## src/common/hrs_pkg.sv

```systemverilog
package hrs_pkg;
	// Clock rate
	localparam int CLK_MHZ = 125;
	// Reset pulse the outside world must give (not checked by any logic here)
	localparam int RESET_MIN_US = 1;
	// Recovery after reset release, longest time
	localparam int RECOVER_MAX_US = 500;
	localparam int RECOVER_CYC = RECOVER_MAX_US * CLK_MHZ;
	// Configuration load limit, 99.5 ms held in tenths of a millisecond
	localparam int LOAD_MAX_MS_X10 = 995;
	localparam int LOAD_MAX_CYC = LOAD_MAX_MS_X10 * CLK_MHZ * 100;
	// Attach after load, longest time
	localparam int ATTACH_MAX_MS = 100;
	localparam int ATTACH_MAX_CYC = ATTACH_MAX_MS * CLK_MHZ * 1000;
	// Cycles spent applying the configuration before attach
	localparam int APPLY_CYC = 16;
	// Request completion limit
	localparam int REQ_MAX_MS = 5;
	localparam int REQ_MAX_CYC = REQ_MAX_MS * CLK_MHZ * 1000;
	// Timer width covers the longest load
	localparam int TMR_W = 24;
	localparam int NPORTS = 4;
	localparam int ADDR_W = 7;
	// Configuration select code for SMBus slave loading
	localparam logic [1:0] CFG_SEL_SMB = 2'h1;
	// APB register offsets
	localparam logic [7:0] OFF_CTRL = 8'h00;
	localparam logic [7:0] OFF_STATUS = 8'h04;
	// Control register: downstream power mask in the low bits
	localparam logic [NPORTS-1:0] CTRL_RST = 4'hf;
	// Status register fields
	localparam int ST_TEST_B = 0;
	localparam int ST_SMB_B = 1;
	localparam int ST_ATT_B = 2;
	localparam int ST_CFG_B = 3;
	localparam int ST_SUSP_B = 4;
	localparam int ST_LOADTO_B = 5;
	localparam int ST_REQLATE_B = 6;
	localparam int ST_ADDR_LSB = 8;
	localparam int ST_STATE_LSB = 16;
	typedef enum logic [2:0] {
		ST_SAMPLE, ST_RECOVER, ST_EE_LOAD, ST_SMB_WAIT, ST_APPLY, ST_ATTACHED, ST_RUN, ST_TEST
	} hrs_state_t;
endpackage

```

## src/common/hrs_tmr_if.sv

```systemverilog
`timescale 1ns/10ps
`default_nettype none
interface hrs_tmr_if;
	import hrs_pkg::*;
	logic load;
	logic stop;
	logic [TMR_W-1:0] value;
	logic expired;
	modport ctl(output load, output stop, output value, input expired);
	modport tmr(input load, input stop, input value, output expired);
endinterface
`default_nettype wire

```

## src/verilog/hrs_timer.sv

```systemverilog
`timescale 1ns/10ps
`default_nettype none
module hrs_timer import hrs_pkg::*; (
	input wire logic clk_i,
	input wire logic rst_n_i,
	hrs_tmr_if.tmr t
);
	logic [TMR_W-1:0] cnt_r;
	logic armed_r;

	// Load starts a count; expired holds until the next load or stop
	always_ff @(posedge clk_i or negedge rst_n_i) begin
		if (!rst_n_i) begin
			cnt_r <= '0;
			armed_r <= 1'b0;
		end else if (t.load) begin
			cnt_r <= t.value;
			armed_r <= 1'b1;
		end else if (t.stop) begin
			armed_r <= 1'b0;
		end else if (armed_r && cnt_r != '0) begin
			cnt_r <= cnt_r - 1'b1;
		end
	end

	assign t.expired = armed_r && (cnt_r == '0);
endmodule
`default_nettype wire

```

## src/verilog/hrs_xnor_chain.sv

```systemverilog
`timescale 1ns/10ps
`default_nettype none
module hrs_xnor_chain #(
	parameter int W = 32
) (
	input wire logic [W-1:0] pins_i,
	output logic chain_o
);
	logic [W:0] link;

	// Each stage folds one pin in, so any single pin toggle flips the end
	assign link[0] = 1'b1;
	for (genvar i = 0; i < W; i++) begin : g_stage
		assign link[i+1] = ~(link[i] ^ pins_i[i]);
	end
	assign chain_o = link[W];
endmodule
`default_nettype wire

```

## src/verilog/hrs_sequencer.sv

```systemverilog
// How it works
// RQ1 - Reset source holds the reset pin low at least one microsecond.
// RQ2 - EEPROM mode: recover within 500 us, then load config, at most 99.5 ms.
// RQ3 - EEPROM mode: attach upstream within 100 ms of load completion.
// RQ4 - SMBus mode: wait for external load; bus-powered limit 99.5 ms.
// RQ5 - SMBus mode, self-powered: wait for the load with no time limit.
// RQ6 - SMBus mode: apply config and attach within 100 ms of load end.
// RQ7 - Host waits at least 100 ms after attach before bus reset.
// RQ8 - After bus reset each host request completes within 5 ms.
// RQ9 - Upstream bus reset is never passed to downstream ports.
// RQ10 - Bus reset returns the device address to zero.
// RQ11 - Bus reset returns the device to unconfigured.
// RQ12 - Bus reset drops all four downstream port power enables.
// RQ13 - Bus reset clears all transaction translator buffers.
// RQ14 - Bus reset takes a suspended device back to active.
// RQ15 - Test select, config select bit 1 high, SMBus clock low at release: test mode.
// RQ16 - Test mode drives the XNOR chain result onto the chain output.
// RQ17 - The chain covers every tested signal pin given to it.
// RQ18 - Until loading ends, stay detached with port power off.
// RQ19 - Load sequence chosen from config select sampled at reset release.
`timescale 1ns/10ps
`default_nettype none
module hrs_sequencer import hrs_pkg::*; #(
	parameter int RECOVER_CYC_P = RECOVER_CYC,
	parameter int LOAD_MAX_CYC_P = LOAD_MAX_CYC,
	parameter int REQ_MAX_CYC_P = REQ_MAX_CYC,
	parameter int CHAIN_W = 32
) (
	input wire logic core_clk_i,
	input wire logic rst_n_i,
	input wire logic psel_i,
	input wire logic penable_i,
	input wire logic pwrite_i,
	input wire logic [7:0] paddr_i,
	input wire logic [31:0] pwdata_i,
	output logic [31:0] prdata_o,
	output logic pready_o,
	output logic pslverr_o,
	input wire logic [1:0] cfg_sel_i,
	input wire logic test_select_pin_i,
	input wire logic smb_clk_i,
	input wire logic self_powered_i,
	input wire logic ee_load_done_i,
	input wire logic smb_load_done_i,
	input wire logic usb_bus_reset_i,
	input wire logic suspend_req_i,
	input wire logic set_addr_i,
	input wire logic [ADDR_W-1:0] addr_val_i,
	input wire logic set_config_i,
	input wire logic config_nonzero_i,
	input wire logic [NPORTS-1:0] port_power_on_i,
	input wire logic req_busy_i,
	input wire logic [CHAIN_W-1:0] chain_pins_i,
	output logic ee_load_start_o,
	output logic smb_slave_en_o,
	output logic upstream_attach_o,
	output logic [NPORTS-1:0] port_power_enable_o,
	output logic [ADDR_W-1:0] usb_addr_o,
	output logic configured_o,
	output logic suspended_o,
	output logic tt_clear_o,
	output logic ds_port_reset_o,
	output logic req_abort_o,
	output logic test_mode_o,
	output logic chain_result_output_o
);
	localparam int ATTACH_WIN = APPLY_CYC + 4;

	logic rst_meta_r, rst_sync_n_r;
	hrs_state_t state_r, state_nxt;
	logic smb_mode_r, test_mode_r, attach_r, configured_r, suspended_r;
	logic tt_clear_r, ds_rst_r, ee_start_r, smb_en_r, abort_r, chain_r;
	logic load_to_r, req_late_r, busy_d_r, pready_r, pslverr_r;
	logic [ADDR_W-1:0] addr_r;
	logic [NPORTS-1:0] pwr_r, pwr_mask_r;
	logic [31:0] prdata_r, stat_w;
	logic tmr_load, tmr_stop, load_timeout;
	logic [TMR_W-1:0] tmr_value;
	logic chain_w;
	hrs_tmr_if tm();

	// Reset release through two flip-flops
	always_ff @(posedge core_clk_i or negedge rst_n_i) begin
		if (!rst_n_i) begin
			rst_meta_r <= 1'b0;
			rst_sync_n_r <= 1'b0;
		end else begin
			rst_meta_r <= 1'b1;
			rst_sync_n_r <= rst_meta_r;
		end
	end

	hrs_timer u_timer (
		.clk_i(core_clk_i),
		.rst_n_i(rst_sync_n_r),
		.t(tm.tmr)
	);

	hrs_xnor_chain #(.W(CHAIN_W)) u_chain (
		.pins_i(chain_pins_i),
		.chain_o(chain_w)
	);

	// Strap decode and event qualifiers
	wire test_strap = test_select_pin_i & cfg_sel_i[1] & ~smb_clk_i; // RQ15
	wire smb_strap = (cfg_sel_i == CFG_SEL_SMB); // RQ19
	wire linked = (state_r == ST_ATTACHED) || (state_r == ST_RUN);
	wire bus_rst = usb_bus_reset_i && linked;
	wire in_run = (state_r == ST_RUN);
	wire req_rise = in_run && req_busy_i && !busy_d_r;
	wire req_over = in_run && req_busy_i && tm.expired;
	wire ee_done = (state_r == ST_EE_LOAD) && ee_load_done_i;
	wire smb_done = (state_r == ST_SMB_WAIT) && smb_load_done_i;

	assign tm.load = tmr_load;
	assign tm.stop = tmr_stop;
	assign tm.value = tmr_value;

	// Power-up sequence and request watchdog
	always_comb begin
		state_nxt = state_r;
		tmr_load = 1'b0;
		tmr_stop = 1'b0;
		tmr_value = '0;
		load_timeout = 1'b0;
		case (state_r)
			ST_SAMPLE: begin
				tmr_load = 1'b1;
				tmr_value = TMR_W'(RECOVER_CYC_P); // RQ2
				state_nxt = test_strap ? ST_TEST : ST_RECOVER; // RQ15
			end
			ST_RECOVER: begin
				if (tm.expired) begin
					tmr_load = 1'b1;
					tmr_value = TMR_W'(LOAD_MAX_CYC_P);
					state_nxt = smb_mode_r ? ST_SMB_WAIT : ST_EE_LOAD; // RQ19
				end
			end
			ST_EE_LOAD: begin
				if (ee_load_done_i || tm.expired) begin // RQ2
					tmr_load = 1'b1;
					tmr_value = TMR_W'(APPLY_CYC);
					load_timeout = !ee_load_done_i;
					state_nxt = ST_APPLY;
				end
			end
			ST_SMB_WAIT: begin
				if (smb_load_done_i || (tm.expired && !self_powered_i)) begin // RQ4 RQ5
					tmr_load = 1'b1;
					tmr_value = TMR_W'(APPLY_CYC);
					load_timeout = !smb_load_done_i;
					state_nxt = ST_APPLY;
				end
			end
			ST_APPLY: begin
				if (tm.expired) begin // RQ3 RQ6
					tmr_stop = 1'b1;
					state_nxt = ST_ATTACHED;
				end
			end
			ST_ATTACHED: begin
				if (usb_bus_reset_i) begin
					state_nxt = ST_RUN;
				end
			end
			ST_RUN: begin
				if (req_rise) begin
					tmr_load = 1'b1;
					tmr_value = TMR_W'(REQ_MAX_CYC_P); // RQ8
				end else if (!req_busy_i || tm.expired) begin
					tmr_stop = 1'b1;
				end
			end
			ST_TEST: begin
				state_nxt = ST_TEST;
			end
			default: begin
				state_nxt = ST_SAMPLE;
			end
		endcase
	end

	always_ff @(posedge core_clk_i or negedge rst_sync_n_r) begin
		if (!rst_sync_n_r) begin
			state_r <= ST_SAMPLE;
			busy_d_r <= 1'b0;
		end else begin
			state_r <= state_nxt;
			busy_d_r <= req_busy_i;
		end
	end

	// Straps caught in the first cycle after release
	always_ff @(posedge core_clk_i or negedge rst_sync_n_r) begin
		if (!rst_sync_n_r) begin
			smb_mode_r <= 1'b0;
		end else if (state_r == ST_SAMPLE) begin
			smb_mode_r <= smb_strap; // RQ19
		end
	end

	// Sequence outputs; detached and unpowered until loading is over
	always_ff @(posedge core_clk_i or negedge rst_sync_n_r) begin
		if (!rst_sync_n_r) begin
			attach_r <= 1'b0;
			ds_rst_r <= 1'b1;
			ee_start_r <= 1'b0;
			smb_en_r <= 1'b0;
			test_mode_r <= 1'b0;
			chain_r <= 1'b0;
		end else begin
			attach_r <= linked; // RQ18
			ds_rst_r <= !linked && (state_r != ST_TEST); // RQ9
			ee_start_r <= (state_r == ST_RECOVER) && (state_nxt == ST_EE_LOAD); // RQ2
			smb_en_r <= (state_nxt == ST_SMB_WAIT); // RQ4
			test_mode_r <= (state_nxt == ST_TEST);
			chain_r <= (state_r == ST_TEST) && chain_w; // RQ16 RQ17
		end
	end

	// Device state cleared by upstream bus reset, plus the request abort pulse
	always_ff @(posedge core_clk_i or negedge rst_sync_n_r) begin
		if (!rst_sync_n_r) begin
			addr_r <= '0;
			configured_r <= 1'b0;
			suspended_r <= 1'b0;
			tt_clear_r <= 1'b0;
			abort_r <= 1'b0;
		end else begin
			addr_r <= bus_rst ? '0 : ((set_addr_i && in_run) ? addr_val_i : addr_r); // RQ10
			configured_r <= bus_rst ? 1'b0 : ((set_config_i && in_run) ? config_nonzero_i : configured_r); // RQ11
			suspended_r <= linked && !bus_rst && suspend_req_i; // RQ14
			tt_clear_r <= bus_rst; // RQ13
			abort_r <= req_over; // RQ8
		end
	end

	// Per-port power enable, gated by mask and configuration
	for (genvar p = 0; p < NPORTS; p++) begin : g_port
		always_ff @(posedge core_clk_i or negedge rst_sync_n_r) begin
			if (!rst_sync_n_r) begin
				pwr_r[p] <= 1'b0;
			end else if (bus_rst || !configured_r || !pwr_mask_r[p]) begin
				pwr_r[p] <= 1'b0; // RQ12 RQ18
			end else if (port_power_on_i[p]) begin
				pwr_r[p] <= 1'b1;
			end
		end
	end

	// APB decode; zero-wait answer one cycle after setup
	wire apb_setup = psel_i && !penable_i;
	wire apb_acc = psel_i && penable_i && pready_r;
	wire hit_ctrl = (paddr_i == OFF_CTRL);
	wire hit_stat = (paddr_i == OFF_STATUS);
	wire wr_ctrl = apb_acc && pwrite_i && hit_ctrl;
	wire wr_stat = apb_acc && pwrite_i && hit_stat;
	wire clr_loadto = wr_stat && pwdata_i[ST_LOADTO_B];
	wire clr_reqlate = wr_stat && pwdata_i[ST_REQLATE_B];
	wire [31:0] rd_val = hit_ctrl ? {28'h0000000, pwr_mask_r} : (hit_stat ? stat_w : 32'h00000000);

	always_comb begin
		stat_w = '0;
		stat_w[ST_TEST_B] = test_mode_r;
		stat_w[ST_SMB_B] = smb_mode_r;
		stat_w[ST_ATT_B] = attach_r;
		stat_w[ST_CFG_B] = configured_r;
		stat_w[ST_SUSP_B] = suspended_r;
		stat_w[ST_LOADTO_B] = load_to_r;
		stat_w[ST_REQLATE_B] = req_late_r;
		stat_w[ST_ADDR_LSB +: ADDR_W] = addr_r;
		stat_w[ST_STATE_LSB +: 3] = state_r;
	end

	always_ff @(posedge core_clk_i or negedge rst_sync_n_r) begin
		if (!rst_sync_n_r) begin
			pready_r <= 1'b0;
			pslverr_r <= 1'b0;
			prdata_r <= '0;
			pwr_mask_r <= CTRL_RST;
		end else begin
			pready_r <= apb_setup;
			pslverr_r <= apb_setup && !(hit_ctrl || hit_stat);
			prdata_r <= apb_setup ? rd_val : 32'h00000000;
			pwr_mask_r <= wr_ctrl ? pwdata_i[NPORTS-1:0] : pwr_mask_r;
		end
	end

	// Sticky flags: a new event wins over a write-one clear
	always_ff @(posedge core_clk_i or negedge rst_sync_n_r) begin
		if (!rst_sync_n_r) begin
			load_to_r <= 1'b0;
			req_late_r <= 1'b0;
		end else begin
			load_to_r <= load_timeout || (load_to_r && !clr_loadto);
			req_late_r <= req_over || (req_late_r && !clr_reqlate); // RQ8
		end
	end

	assign prdata_o = prdata_r;
	assign pready_o = pready_r;
	assign pslverr_o = pslverr_r;
	assign ee_load_start_o = ee_start_r;
	assign smb_slave_en_o = smb_en_r;
	assign upstream_attach_o = attach_r;
	assign port_power_enable_o = pwr_r;
	assign usb_addr_o = addr_r;
	assign configured_o = configured_r;
	assign suspended_o = suspended_r;
	assign tt_clear_o = tt_clear_r;
	assign ds_port_reset_o = ds_rst_r;
	assign req_abort_o = abort_r;
	assign test_mode_o = test_mode_r;
	assign chain_result_output_o = chain_r;
endmodule
`default_nettype wire

```

## config.mk

```make
export PLATFORM = sky130hd
export DESIGN_NAME = hrs_sequencer
export DESIGN_NICKNAME = d
export VERILOG_FILES = /design/src/common/hrs_pkg.sv /design/src/common/hrs_tmr_if.sv /design/src/verilog/hrs_timer.sv /design/src/verilog/hrs_xnor_chain.sv /design/src/verilog/hrs_sequencer.sv
export SDC_FILE = /design/constraint.sdc
export NUM_CORES = 1
export LEC_CHECK = 0
export ABC_AREA = 1
export BUFFER_PORTS_ARGS = -buffer_cell sky130_fd_sc_hd__buf_2
export CORE_MARGIN = 2
export CORE_UTILIZATION = 30
export CTS_BUF_LIST = sky130_fd_sc_hd__clkbuf_16
export DETAILED_ROUTE_END_ITERATION = 8
export PLACE_DENSITY = 0.61
export RECOVER_POWER = 100
export SLEW_MARGIN = 40
export SYNTH_ARGS = -nofsm -noshare
export SYNTH_HDL_FRONTEND = slang
export SYNTH_SLANG_ARGS = --single-unit
export TNS_END_PERCENT = 30
```

## constraint.sdc

```tcl
create_clock -name core_clk_i -period 3.5 [get_ports core_clk_i]
set_clock_uncertainty 0.1 [all_clocks]
set_input_delay 0.7 -clock core_clk_i [delete_from_list [all_inputs] [get_ports core_clk_i]]
set_output_delay 0.7 -clock core_clk_i [all_outputs]
set_load 0.1 [all_outputs]
```

==> results_dict.tcl, run 1 <==
set metrics [dict create \
    status "completed" \
    p_leak_nw 2.960 \
    slowest_stage "nand4_4" \
    die_w_um 129.3 \
    grt_pass1_vias 3933 \
    layout-drive-gt1-share 0.1609 \
    area_growth_pct 19.21 \
    tightest_slew_ns 1.383 \
    path_cells "inv_1 > ha_1 > nand2_1 > nor2_1 > nand4_1 > nor2_1 > nand4_1 > nand4_4 > inv_1 > nand3_1 > o21ai_0" \
    io_pins 156 \
    synth-seq-cells 78 \
    startpoint_type "register" \
    layout_commonest_cell "nand2_1" \
    synth_compound_area_frac 0.04942 \
    critPathMaxStageDelay_ns 0.39 \
    avgSynthCellArea_um2 7.511 \
    drt-initial-drc-count 160 \
    reg2reg_from "u_timer.cnt_r[0]" \
    die_h_um 129.3 \
    clk_pin_slew_ns 0.06 \
    path_class "register to register" \
    yosys.area.top_type_share 0.3879 \
    nNetsFinal 843 \
    cp.required_ns 3.63 \
    wl_mm 11.36 \
    mostFrequentLayoutCells "nand2_1, inv_1, dfrtp_1, buf_2, nor2_1" \
    cts_max_path_buffers 2 \
    dp_hpwl_mm 8.391 \
    cts_tree "built" \
    yosysSeqAreaShare 0.4158 \
    tns_ns 0 \
    grt_max_degree 44 \
    relSlewSlack 0.07792 \
    cts_sinks 78 \
    rows 45 \
    synth_cell_types 38 \
    hold_class "input port to asynchronous set/reset pin" \
    rrSetupSlack_ns 0.59 \
    synth_top_family_by_area "simple AND/OR/NAND/NOR gates" \
    yosys.area_share.simple 0.3629 \
    grt_usage 0.1404 \
    synth_cells 627 \
    layout_min_cycle_time_ns 2.907 \
    vias 4254 \
    htreeDepth 3 \
    n_antenna_cell 0 \
    drtPass1Iterations 6 \
    synth_xor_xnor_area_share 0.05393 \
    powerDensity_mw_per_mm2 564.3 \
    core_area_mm2 0.01526 \
    post_cts_buffers 0 \
    yosysTopAreaCell "dfrtp_1" \
    hold_buffers 0 \
    port_buffers 114 \
    maxCapViolations 0 \
    post_synth_instance_area_mm2 0.004710 \
    crit_arrival_ns 3.03 \
    yosys_warnings 0 \
    yosys-mux-area-fraction 0.009564 \
    initial_core_util 0.3087 \
    hold_viol_final 0 \
    fin_crit_sh 0.8305 \
    place.gp.congestion 0.8372 \
    die-area_mm2 0.01672 \
    yosys-top-cells-area "dfrtp_1, nand2_1, inv_1, nor2_1, nand3_1" \
    fmax_mhz 344.0 \
    avgViaCountPerCell 4.445 \
    cts-resized-gates 0 \
    cts_root_buffer "clkbuf_16" \
    reg2reg_depth 11 \
    post_synth_fa_ha_maj_area_fraction 0.002657 \
    grt_remaining_overflow 0 \
    drc 0 \
    antenna_found_initial 0 \
    setup_violations 0 \
    slew_viol_final 0 \
    fin_util 0.3679 \
    synth-edff-count 0 \
    antenna_left 0 \
    r2r_end "u_timer.cnt_r[17]" \
    synth_ff_type "dfrtp_1" \
    crit_path_max_fanout 22 \
    async_reset_ff_frac 1.000 \
    numCtsBuffers 9 \
    wire_per_inst_um 11.87 \
    clkLatencyLatePin_ns 0.34 \
    end_kind "register" \
    rsz0062_at_grt "no" \
    grt_first_pass_wirelength_mm 18.84 \
    ir_drop_uv 250.1 \
]
## how the worst max path moves through the flow
stage	endpoint	startpoint	cells past startpoint
final	u_timer.cnt_r[17]	u_timer.cnt_r[0]	11
after CTS	u_timer.cnt_r[1]	u_timer.cnt_r[0]	11
after detailed placement	u_timer.cnt_r[1]	u_timer.cnt_r[0]	11
after floorplan	busy_d_r	rst_sync_n_r	0
after global placement	u_timer.cnt_r[1]	u_timer.cnt_r[0]	11
after global routing	u_timer.cnt_r[1]	u_timer.cnt_r[0]	10
## per-stage QoR
stage	hold slack, ns	power, mW	instance area [µm²]	worst slack (ns)	std cells
2_1_floorplan	0.2312	2.108	4762	1.076	641
4_1_cts	0.02973	3.218	5733	0.7744	957
3_5_place_dp	0.2102	2.321	5451	0.8065	941
5_1_grt	0.04010	3.428	5614	0.2852	957
6_report	0.03755	3.168	5614	0.5934	957
3_3_place_gp	0.2351	2.306	5431	0.8000	940
## routing by layer
layer	wire, µm	track usage
met1	5308	0.1838
met2	5089	0.2257
met4	233	0.04412
met5	0	0
met3	725	0.03922
## synthesized netlist by cell type (all sizes together), types with 3 or more instances
cell type,count
nand4,29
nor2,79
or2,3
nor3,11
o21ai,23
dfrtp,73
nand3,44
dfstp,5
a21oi,14
mux2,4
buf,24
xor2,21
clkbuf,4
inv,80
nand2,190
nor4,5
xnor2,8
## layout make-up
class	instances	area (µm²)
clock inverter	7	56.30
multi-input combinational	455	2277
inverter	80	300.3
clock buffer	9	225.2
timing repair buffer	117	533.0
fill	1631	9644
tap	211	264.0
sequential	78	1958
## cell families after synthesis
group	count (synthesis)
mux	4
fa+ha+maj	1
xor+xnor	29
other cells	2
buf+inv	108
simple gates	364
flops	78
compound gates	41
## report_power, final
part	internal, mW	leakage (nW)	total (mW)	switching [mW]
combinational	0.399	1.82	1.10	0.704
clock	0.489	0.137	0.888	0.399
sequential	1.03	1.00	1.18	0.151
total	1.91	2.96	3.17	1.25
## worst max-delay path, delay by kind of cell (launching register included)
family / cells / cell delay, ns
buffers and inverters: 2 / 0.28
flip-flops: 1 / 0.36
AO/OA/AOI/OAI: 1 / 0.08
AND/OR/NAND/NOR: 7 / 1.72
adder cells (fa/ha/maj): 1 / 0.26
## registers in the layout, indices dropped and copies added, names as in the netlist, 3 cells and up
| register | flops |
|---|---|
| u_timer.cnt_r | 24 |
| prdata_o | 17 |
| usb_addr_o | 7 |
| port_power_enable_o | 4 |
| pwr_mask_r | 4 |
| state_r | 3 |
No activity file was read; power rests on OpenSTA's default activity.
==> inputs of run 2 (changes only) <==
--- a/config.mk
+++ b/config.mk
@@ -5,13 +5,13 @@
 export SDC_FILE = /design/constraint.sdc
 export NUM_CORES = 1
 export LEC_CHECK = 0
-export ABC_AREA = 1
+export ABC_AREA = 0
 export BUFFER_PORTS_ARGS = -buffer_cell sky130_fd_sc_hd__buf_2
 export CORE_MARGIN = 2
 export CORE_UTILIZATION = 30
 export CTS_BUF_LIST = sky130_fd_sc_hd__clkbuf_16
 export DETAILED_ROUTE_END_ITERATION = 8
-export PLACE_DENSITY = 0.61
+export PLACE_DENSITY = 0.64
 export RECOVER_POWER = 100
 export SLEW_MARGIN = 40
 export SYNTH_ARGS = -nofsm -noshare
==> constraint.sdc (replaced) <==
create_clock -name core_clk_i -period 2.5 [get_ports core_clk_i]
set_clock_uncertainty 0.1 [all_clocks]
set_input_delay 0.5 -clock core_clk_i [delete_from_list [all_inputs] [get_ports core_clk_i]]
set_output_delay 0.5 -clock core_clk_i [all_outputs]
set_load 0.1 [all_outputs]
==> results_dict.tcl, run 2 <==
set metrics [dict create \
    r2r_end "u_timer.cnt_r[21]" \
    die-area_mm2 0.01501 \
    wl_mm 11.61 \
    yosysSeqAreaShare 0.4645 \
    slowest_stage "or4_4" \
    cts_tree "built" \
    rows 43 \
    endpoint "u_timer.cnt_r[21]" \
    antenna_left 0 \
    startpoint_type "register" \
    htreeDepth 3 \
    hold_viol_final 0 \
    register_area_mm2 0.001958 \
    drtPass1Iterations 5 \
    port_buffers 114 \
    synth_top_family_by_area "simple AND/OR/NAND/NOR gates" \
    initial_core_util 0.3049 \
    clkLatencyLatePin_ns 0.33 \
    tns_ns 0 \
    slew_viol_final 0 \
    n_antenna_cell 0 \
    cts_sinks 78 \
    yosysMostFrequentCell "dfrtp_1" \
    cp.required_ns 2.67 \
    vias 3952 \
    crit_path_max_fanout 8 \
    clk_pin_slew_ns 0.06 \
    powerDensity_mw_per_mm2 1097 \
    synth_cell_types 62 \
    largest_register_ffs 24 \
    reg2reg_from "u_timer.cnt_r[0]" \
    fmax_mhz 406.4 \
    rrSetupSlack_ns 0.04 \
    drt-initial-drc-count 318 \
    hold_depth 1 \
    wire_per_inst_um 14.67 \
    async_reset_ff_frac 1.000 \
    synth_xor_xnor_area_share 0.07896 \
    cts_max_path_buffers 2 \
    largest_register "u_timer.cnt_r" \
    fin_area_mm2 0.005580 \
    grt_usage 0.1587 \
    placed_area_mm2 0.005260 \
    reg2reg_depth 7 \
    yosys_warnings 0 \
    grt_first_pass_wirelength_mm 18.73 \
    grt_pass1_vias 3858 \
    cts_root_buffer "clkbuf_16" \
    synth_cells 449 \
    core_area_mm2 0.01383 \
    layout_min_cycle_time_ns 2.461 \
    nNetsFinal 708 \
    status "completed" \
    hold_slack_ns 0.2386 \
    yosys-mux-area-fraction 0.02256 \
    layout-drive-gt1-share 0.2684 \
    relSlewSlack 0.2058 \
    p_leak_nw 2.471 \
    drc 0 \
    fillers 1377 \
    crit_arrival_ns 2.63 \
    grt_remaining_overflow 0 \
    avgSynthCellArea_um2 9.388 \
    setup_violations 0 \
    tightest_slew_ns 1.196 \
    yosys.area_share.simple 0.2315 \
    rsz0062_at_grt "yes" \
    layout_commonest_cell "dfrtp_1" \
    path_cells "buf_4 > or3_1 > or4_4 > nor2_4 > nand3_2 > or4_1 > nand3_1" \
    hold_class "input port to register" \
    synth_ff_type "dfrtp_1" \
    mostFrequentLayoutCells "dfrtp_1, buf_2, nand2_1, clkbuf_1, buf_4" \
    io_pins 156 \
    die_h_um 122.5 \
    synth-seq-cells 78 \
    yosys-top-cells-area "dfrtp_1, xnor2_1, nand2_1, nor2_1, a21oi_1" \
    maxCapViolations 0 \
    worstSetupStartpoint "u_timer.cnt_r[0]" \
    multi_input_area_mm2 0.002145 \
    numCtsBuffers 9 \
    area_growth_pct 32.38 \
    fin_crit_sh 0.9842 \
    post_synth_fa_ha_maj_area_fraction 0.002968 \
    dp_hpwl_mm 8.918 \
    die_w_um 122.5 \
    fin_util 0.4036 \
    path_class "register to register" \
    place.gp.congestion 0.9368 \
    yosysTopAreaCell "dfrtp_1" \
    antenna_found_initial 0 \
    critPathMaxStageDelay_ns 0.52 \
    yosys.area.top_type_share 0.4334 \
    ir_drop_uv 448.5 \
    post_synth_instance_area_mm2 0.004215 \
    avgViaCountPerCell 4.996 \
    synth_common_cells "dfrtp_1, nand2_1, nor2_1, xnor2_1, a21oi_1" \
    grt_max_degree 40 \
    synth_compound_area_frac 0.1410 \
    end_kind "register" \
    synth-edff-count 0 \
]
run 2: cell count changes after synthesis, sizes merged, moves of 19 or more:
cell and delta:
inv -71, nand2 -141, nor2 -39, nand4 -19
xnor2 +24, nand3 -28
run 2: layout make-up:
type / count / area share
Timing Repair Buffer: 166 / 0.1617
Tap cell: 180 / 0.04036
Multi-Input combinational cell: 342 / 0.3843
Sequential cell: 78 / 0.3509
Inverter: 9 / 0.006054
Clock inverter: 7 / 0.01637
Clock buffer: 9 / 0.04036
run 2: logic make-up (layout without fill, tap and decap cells):
kind of cell | after synthesis | after routing
flip-flops | 78 | 78
other | 2 | 16
AO/OA/AOI/OAI | 91 | 91
XOR/XNOR | 38 | 38
multiplexers | 9 | 9
adder cells (fa/ha/maj) | 1 | 1
buffers and inverters | 43 | 191
AND/OR/NAND/NOR | 187 | 187
run 2: how the worst min path moves through the flow:
stage	start	endpoint	slack (ns)
2_1_floorplan	rst_n_i	rst_meta_r	0.10
3_3_place_gp	rst_sync_n_r	u_timer.cnt_r[6]	0.16
3_5_place_dp	rst_sync_n_r	u_timer.cnt_r[3]	0.16
4_1_cts	rst_sync_n_r	u_timer.cnt_r[3]	0.16
5_1_grt	req_busy_i	busy_d_r	0.24
6_report	req_busy_i	busy_d_r	0.24
run 2: power breakdown:
group / switching (mW) / internal (mW) / total [mW]
registers: 0.281 / 1.53 / 1.81
logic: 1.92 / 1.02 / 2.94
clock network: 0.502 / 0.868 / 1.37
total: 2.71 / 3.42 / 6.12
run 2: critical path: cells and delay by family (launching register included):
| family | cells | cell delay (ns) |
|---|---|---|
| buffers and inverters | 1 | 0.14 |
| and+or+nand+nor | 6 | 1.79 |
| DFF | 1 | 0.37 |
run 2: per-stage QoR:
| step | setup WS, ns | power [mW] | std cells |
|---|---|---|---|
| 6_report | 0.03945 | 6.123 | 791 |
| 3_5_place_dp | 0.001823 | 4.662 | 773 |
| 2_1_floorplan | 0.07558 | 3.797 | 463 |
| 5_1_grt | -0.09354 | 6.473 | 791 |
| 3_3_place_gp | 0.01240 | 4.604 | 773 |
| 4_1_cts | 0.01117 | 6.065 | 790 |
run 2: what timing repair did:
action,in CTS,in global routing
setup endpoints to repair,2,20
hold buffers,1,0
pin swaps,0,2
setup buffers,0,1
gates resized for setup,2,15
endpoints found under the hold margin,2,0
run 2: per-layer routing:
metal,GRT usage,vias up,wire length (µm)
li1,-,1868,-
met4,0.06466,0,220
met2,0.2778,163,5723
met1,0.1923,1896,4842
met5,0,-,0
met3,0.02788,25,819
==> inputs of run 3 (changes only) <==
--- a/config.mk
+++ b/config.mk
@@ -5,13 +5,13 @@
 export SDC_FILE = /design/constraint.sdc
 export NUM_CORES = 1
 export LEC_CHECK = 0
-export ABC_AREA = 0
+export ABC_AREA = 1
 export BUFFER_PORTS_ARGS = -buffer_cell sky130_fd_sc_hd__buf_2
 export CORE_MARGIN = 2
 export CORE_UTILIZATION = 30
 export CTS_BUF_LIST = sky130_fd_sc_hd__clkbuf_16
 export DETAILED_ROUTE_END_ITERATION = 8
-export PLACE_DENSITY = 0.64
+export PLACE_DENSITY = 0.63
 export RECOVER_POWER = 100
 export SLEW_MARGIN = 40
 export SYNTH_ARGS = -nofsm -noshare
==> results_dict.tcl, run 3 (synthesized netlist as in run 1, its figures left out) <==
set metrics [dict create \
    clkPwrFrac 0.308 \
    cts_max_path_buffers 2 \
    cts_root_buffer "clkbuf_16" \
    p_leak_nw 3.055 \
    numCtsBuffers 9 \
    relSlewSlack 0.1835 \
    wl_mm 11.38 \
    mostFrequentLayoutCells "nand2_1, inv_1, dfrtp_1, buf_2, nor2_1" \
    post_cts_buffers 0 \
    io_pins 156 \
    drc 0 \
    grt_max_degree 54 \
    port_buffers 114 \
    rsz0062_at_grt "no" \
    grt_usage 0.1434 \
    total_power_mw 4.679 \
    htreeDepth 3 \
    drt-initial-drc-count 205 \
    status "completed" \
    cts_tree "built" \
    rrSetupSlack_ns 0.19 \
    layout_commonest_cell "nand2_1" \
    critPathMaxStageDelay_ns 0.36 \
    worstSetupStartpoint "u_timer.cnt_r[0]" \
    clkLatencyLatePin_ns 0.34 \
    layout_min_cycle_time_ns 2.306 \
    cp.required_ns 2.68 \
    area_growth_pct 23.49 \
    dp_slack_ns 0.2114 \
    wire_per_inst_um 11.68 \
    endpoint "u_timer.cnt_r[6]" \
    antenna_left 0 \
    setup_violations 0 \
    dp_hpwl_mm 8.706 \
    die_h_um 129.3 \
    largest_register "u_timer.cnt_r" \
    path_class "register to register" \
    antenna_found_initial 0 \
    powerDensity_mw_per_mm2 804.6 \
    tns_ns 0 \
    clk_pin_slew_ns 0.06 \
    crit_arrival_ns 2.48 \
    fin_crit_sh 0.9223 \
    r2r_end "u_timer.cnt_r[6]" \
    fin_ws_ns 0.1942 \
    p_switching_mw 1.779 \
    hold_viol_final 0 \
    reg2reg_depth 11 \
    hold_class "input port to register" \
    end_kind "register" \
    sw_frac_of_total 0.3801 \
    crit_path_max_fanout 11 \
    die_w_um 129.3 \
    fillers 1632 \
    nNetsFinal 860 \
    slew_viol_final 0 \
    initial_core_util 0.3087 \
    grt_first_pass_wirelength_mm 19.10 \
    internal_power_mw 2.901 \
    layout-drive-gt1-share 0.1835 \
    cts_sinks 78 \
    startpoint_type "register" \
    core_area_mm2 0.01526 \
    register_area_mm2 0.001958 \
    hold_buffers 1 \
    vias 4275 \
    critical_path.most_common_cell "nand2_1" \
    fmax_mhz 433.7 \
    largest_register_ffs 24 \
    path_cells "inv_1 > ha_1 > nand2_1 > nor2_4 > nand4_2 > nor2_1 > nand4_1 > nand4_4 > buf_4 > nand3_1 > nand2_1" \
    maxCapViolations 0 \
    grt_pass1_vias 4092 \
    cts-resized-gates 0 \
    power_frac_comb 0.340 \
    die-area_mm2 0.01672 \
    reg2reg_from "u_timer.cnt_r[0]" \
    avgViaCountPerCell 4.389 \
    place.gp.congestion 0.8644 \
    ir_drop_uv 322.7 \
    rows 45 \
    grt_remaining_overflow 0 \
    slowest_stage "dfrtp_1" \
    multi_input_area_mm2 0.002307 \
    pwr-share-seq 0.352 \
    drtPass1Iterations 4 \
    n_antenna_cell 0 \
    tightest_slew_ns 1.230 \
]
==> run 3: cell types whose count changed in the layout (fill, tap and decap cells not counted), moves of 16 or more <==
cell     previous run  this run
buf_4              42        14
inv_1              10        78
nand2_1            49       187
nand3_1            15        44
nand4_1            10        26
nor2_1             35        64
xnor2_1            32         8
==> run 3: layout make-up <==
cell class              instances  area share
inverters                      80     0.05164
repair buffers                134      0.1130
clock inverters                 7     0.01786
flip-flops and latches         78      0.3367
clock buffers                   9     0.03873
well taps                     211     0.04540
multi-input cells             455      0.3967
==> run 3: layer usage <==
metal | share of wire | track usage | wire, µm | up-vias
met2 | 0.45 | 0.2331 | 5078 | 125
met3 | 0.055 | 0.03014 | 626 | 25
met1 | 0.47 | 0.1864 | 5376 | 1902
met5 | 0 | 0 | 0 | -
li1 | - | - | - | 2223
met4 | 0.026 | 0.05882 | 296 | 0
==> run 3: per-stage QoR <==
| stage | utilization | hold WS, ns | std cells | area [µm²] |
|---|---|---|---|---|
| after detailed placement | 0.3652 | 0.1494 | 957 | 5572 |
| after global placement | 0.3652 | 0.1464 | 957 | 5572 |
| after floorplan | - | 0.1044 | 641 | 4762 |
| after CTS | 0.3874 | 0.1512 | 974 | 5911 |
| after global routing | 0.3811 | 0.2431 | 974 | 5816 |
| final | 0.3811 | 0.2344 | 974 | 5816 |
==> run 3: worst min path at each step <==
stage	cells after the start	startpoint	slack (ns)	to
floorplan	0	rst_n_i	0.10	rst_meta_r
global placement	0	rst_sync_n_r	0.15	busy_d_r
detailed placement	0	rst_sync_n_r	0.15	busy_d_r
CTS	0	rst_sync_n_r	0.15	busy_d_r
global route	2	penable_i	0.24	pready_o
finish	2	penable_i	0.23	pready_o
==> run 3: power groups by stage <==
stage	Sequential, mW	Combinational (mW)	Clock, mW
after floorplan	1.72	1.23	0
after global placement	1.66	1.58	0
after detailed placement	1.67	1.61	0
after CTS	1.65	1.62	1.48
after global routing	1.67	1.82	1.53
final	1.65	1.59	1.44
==> run 3: worst max-delay path: cells and delay by family (launching register included) <==
family | cells | cell delay, ns
flops | 1 | 0.36
simple gates | 8 | 1.27
buf+inv | 2 | 0.32
fa+ha+maj | 1 | 0.19
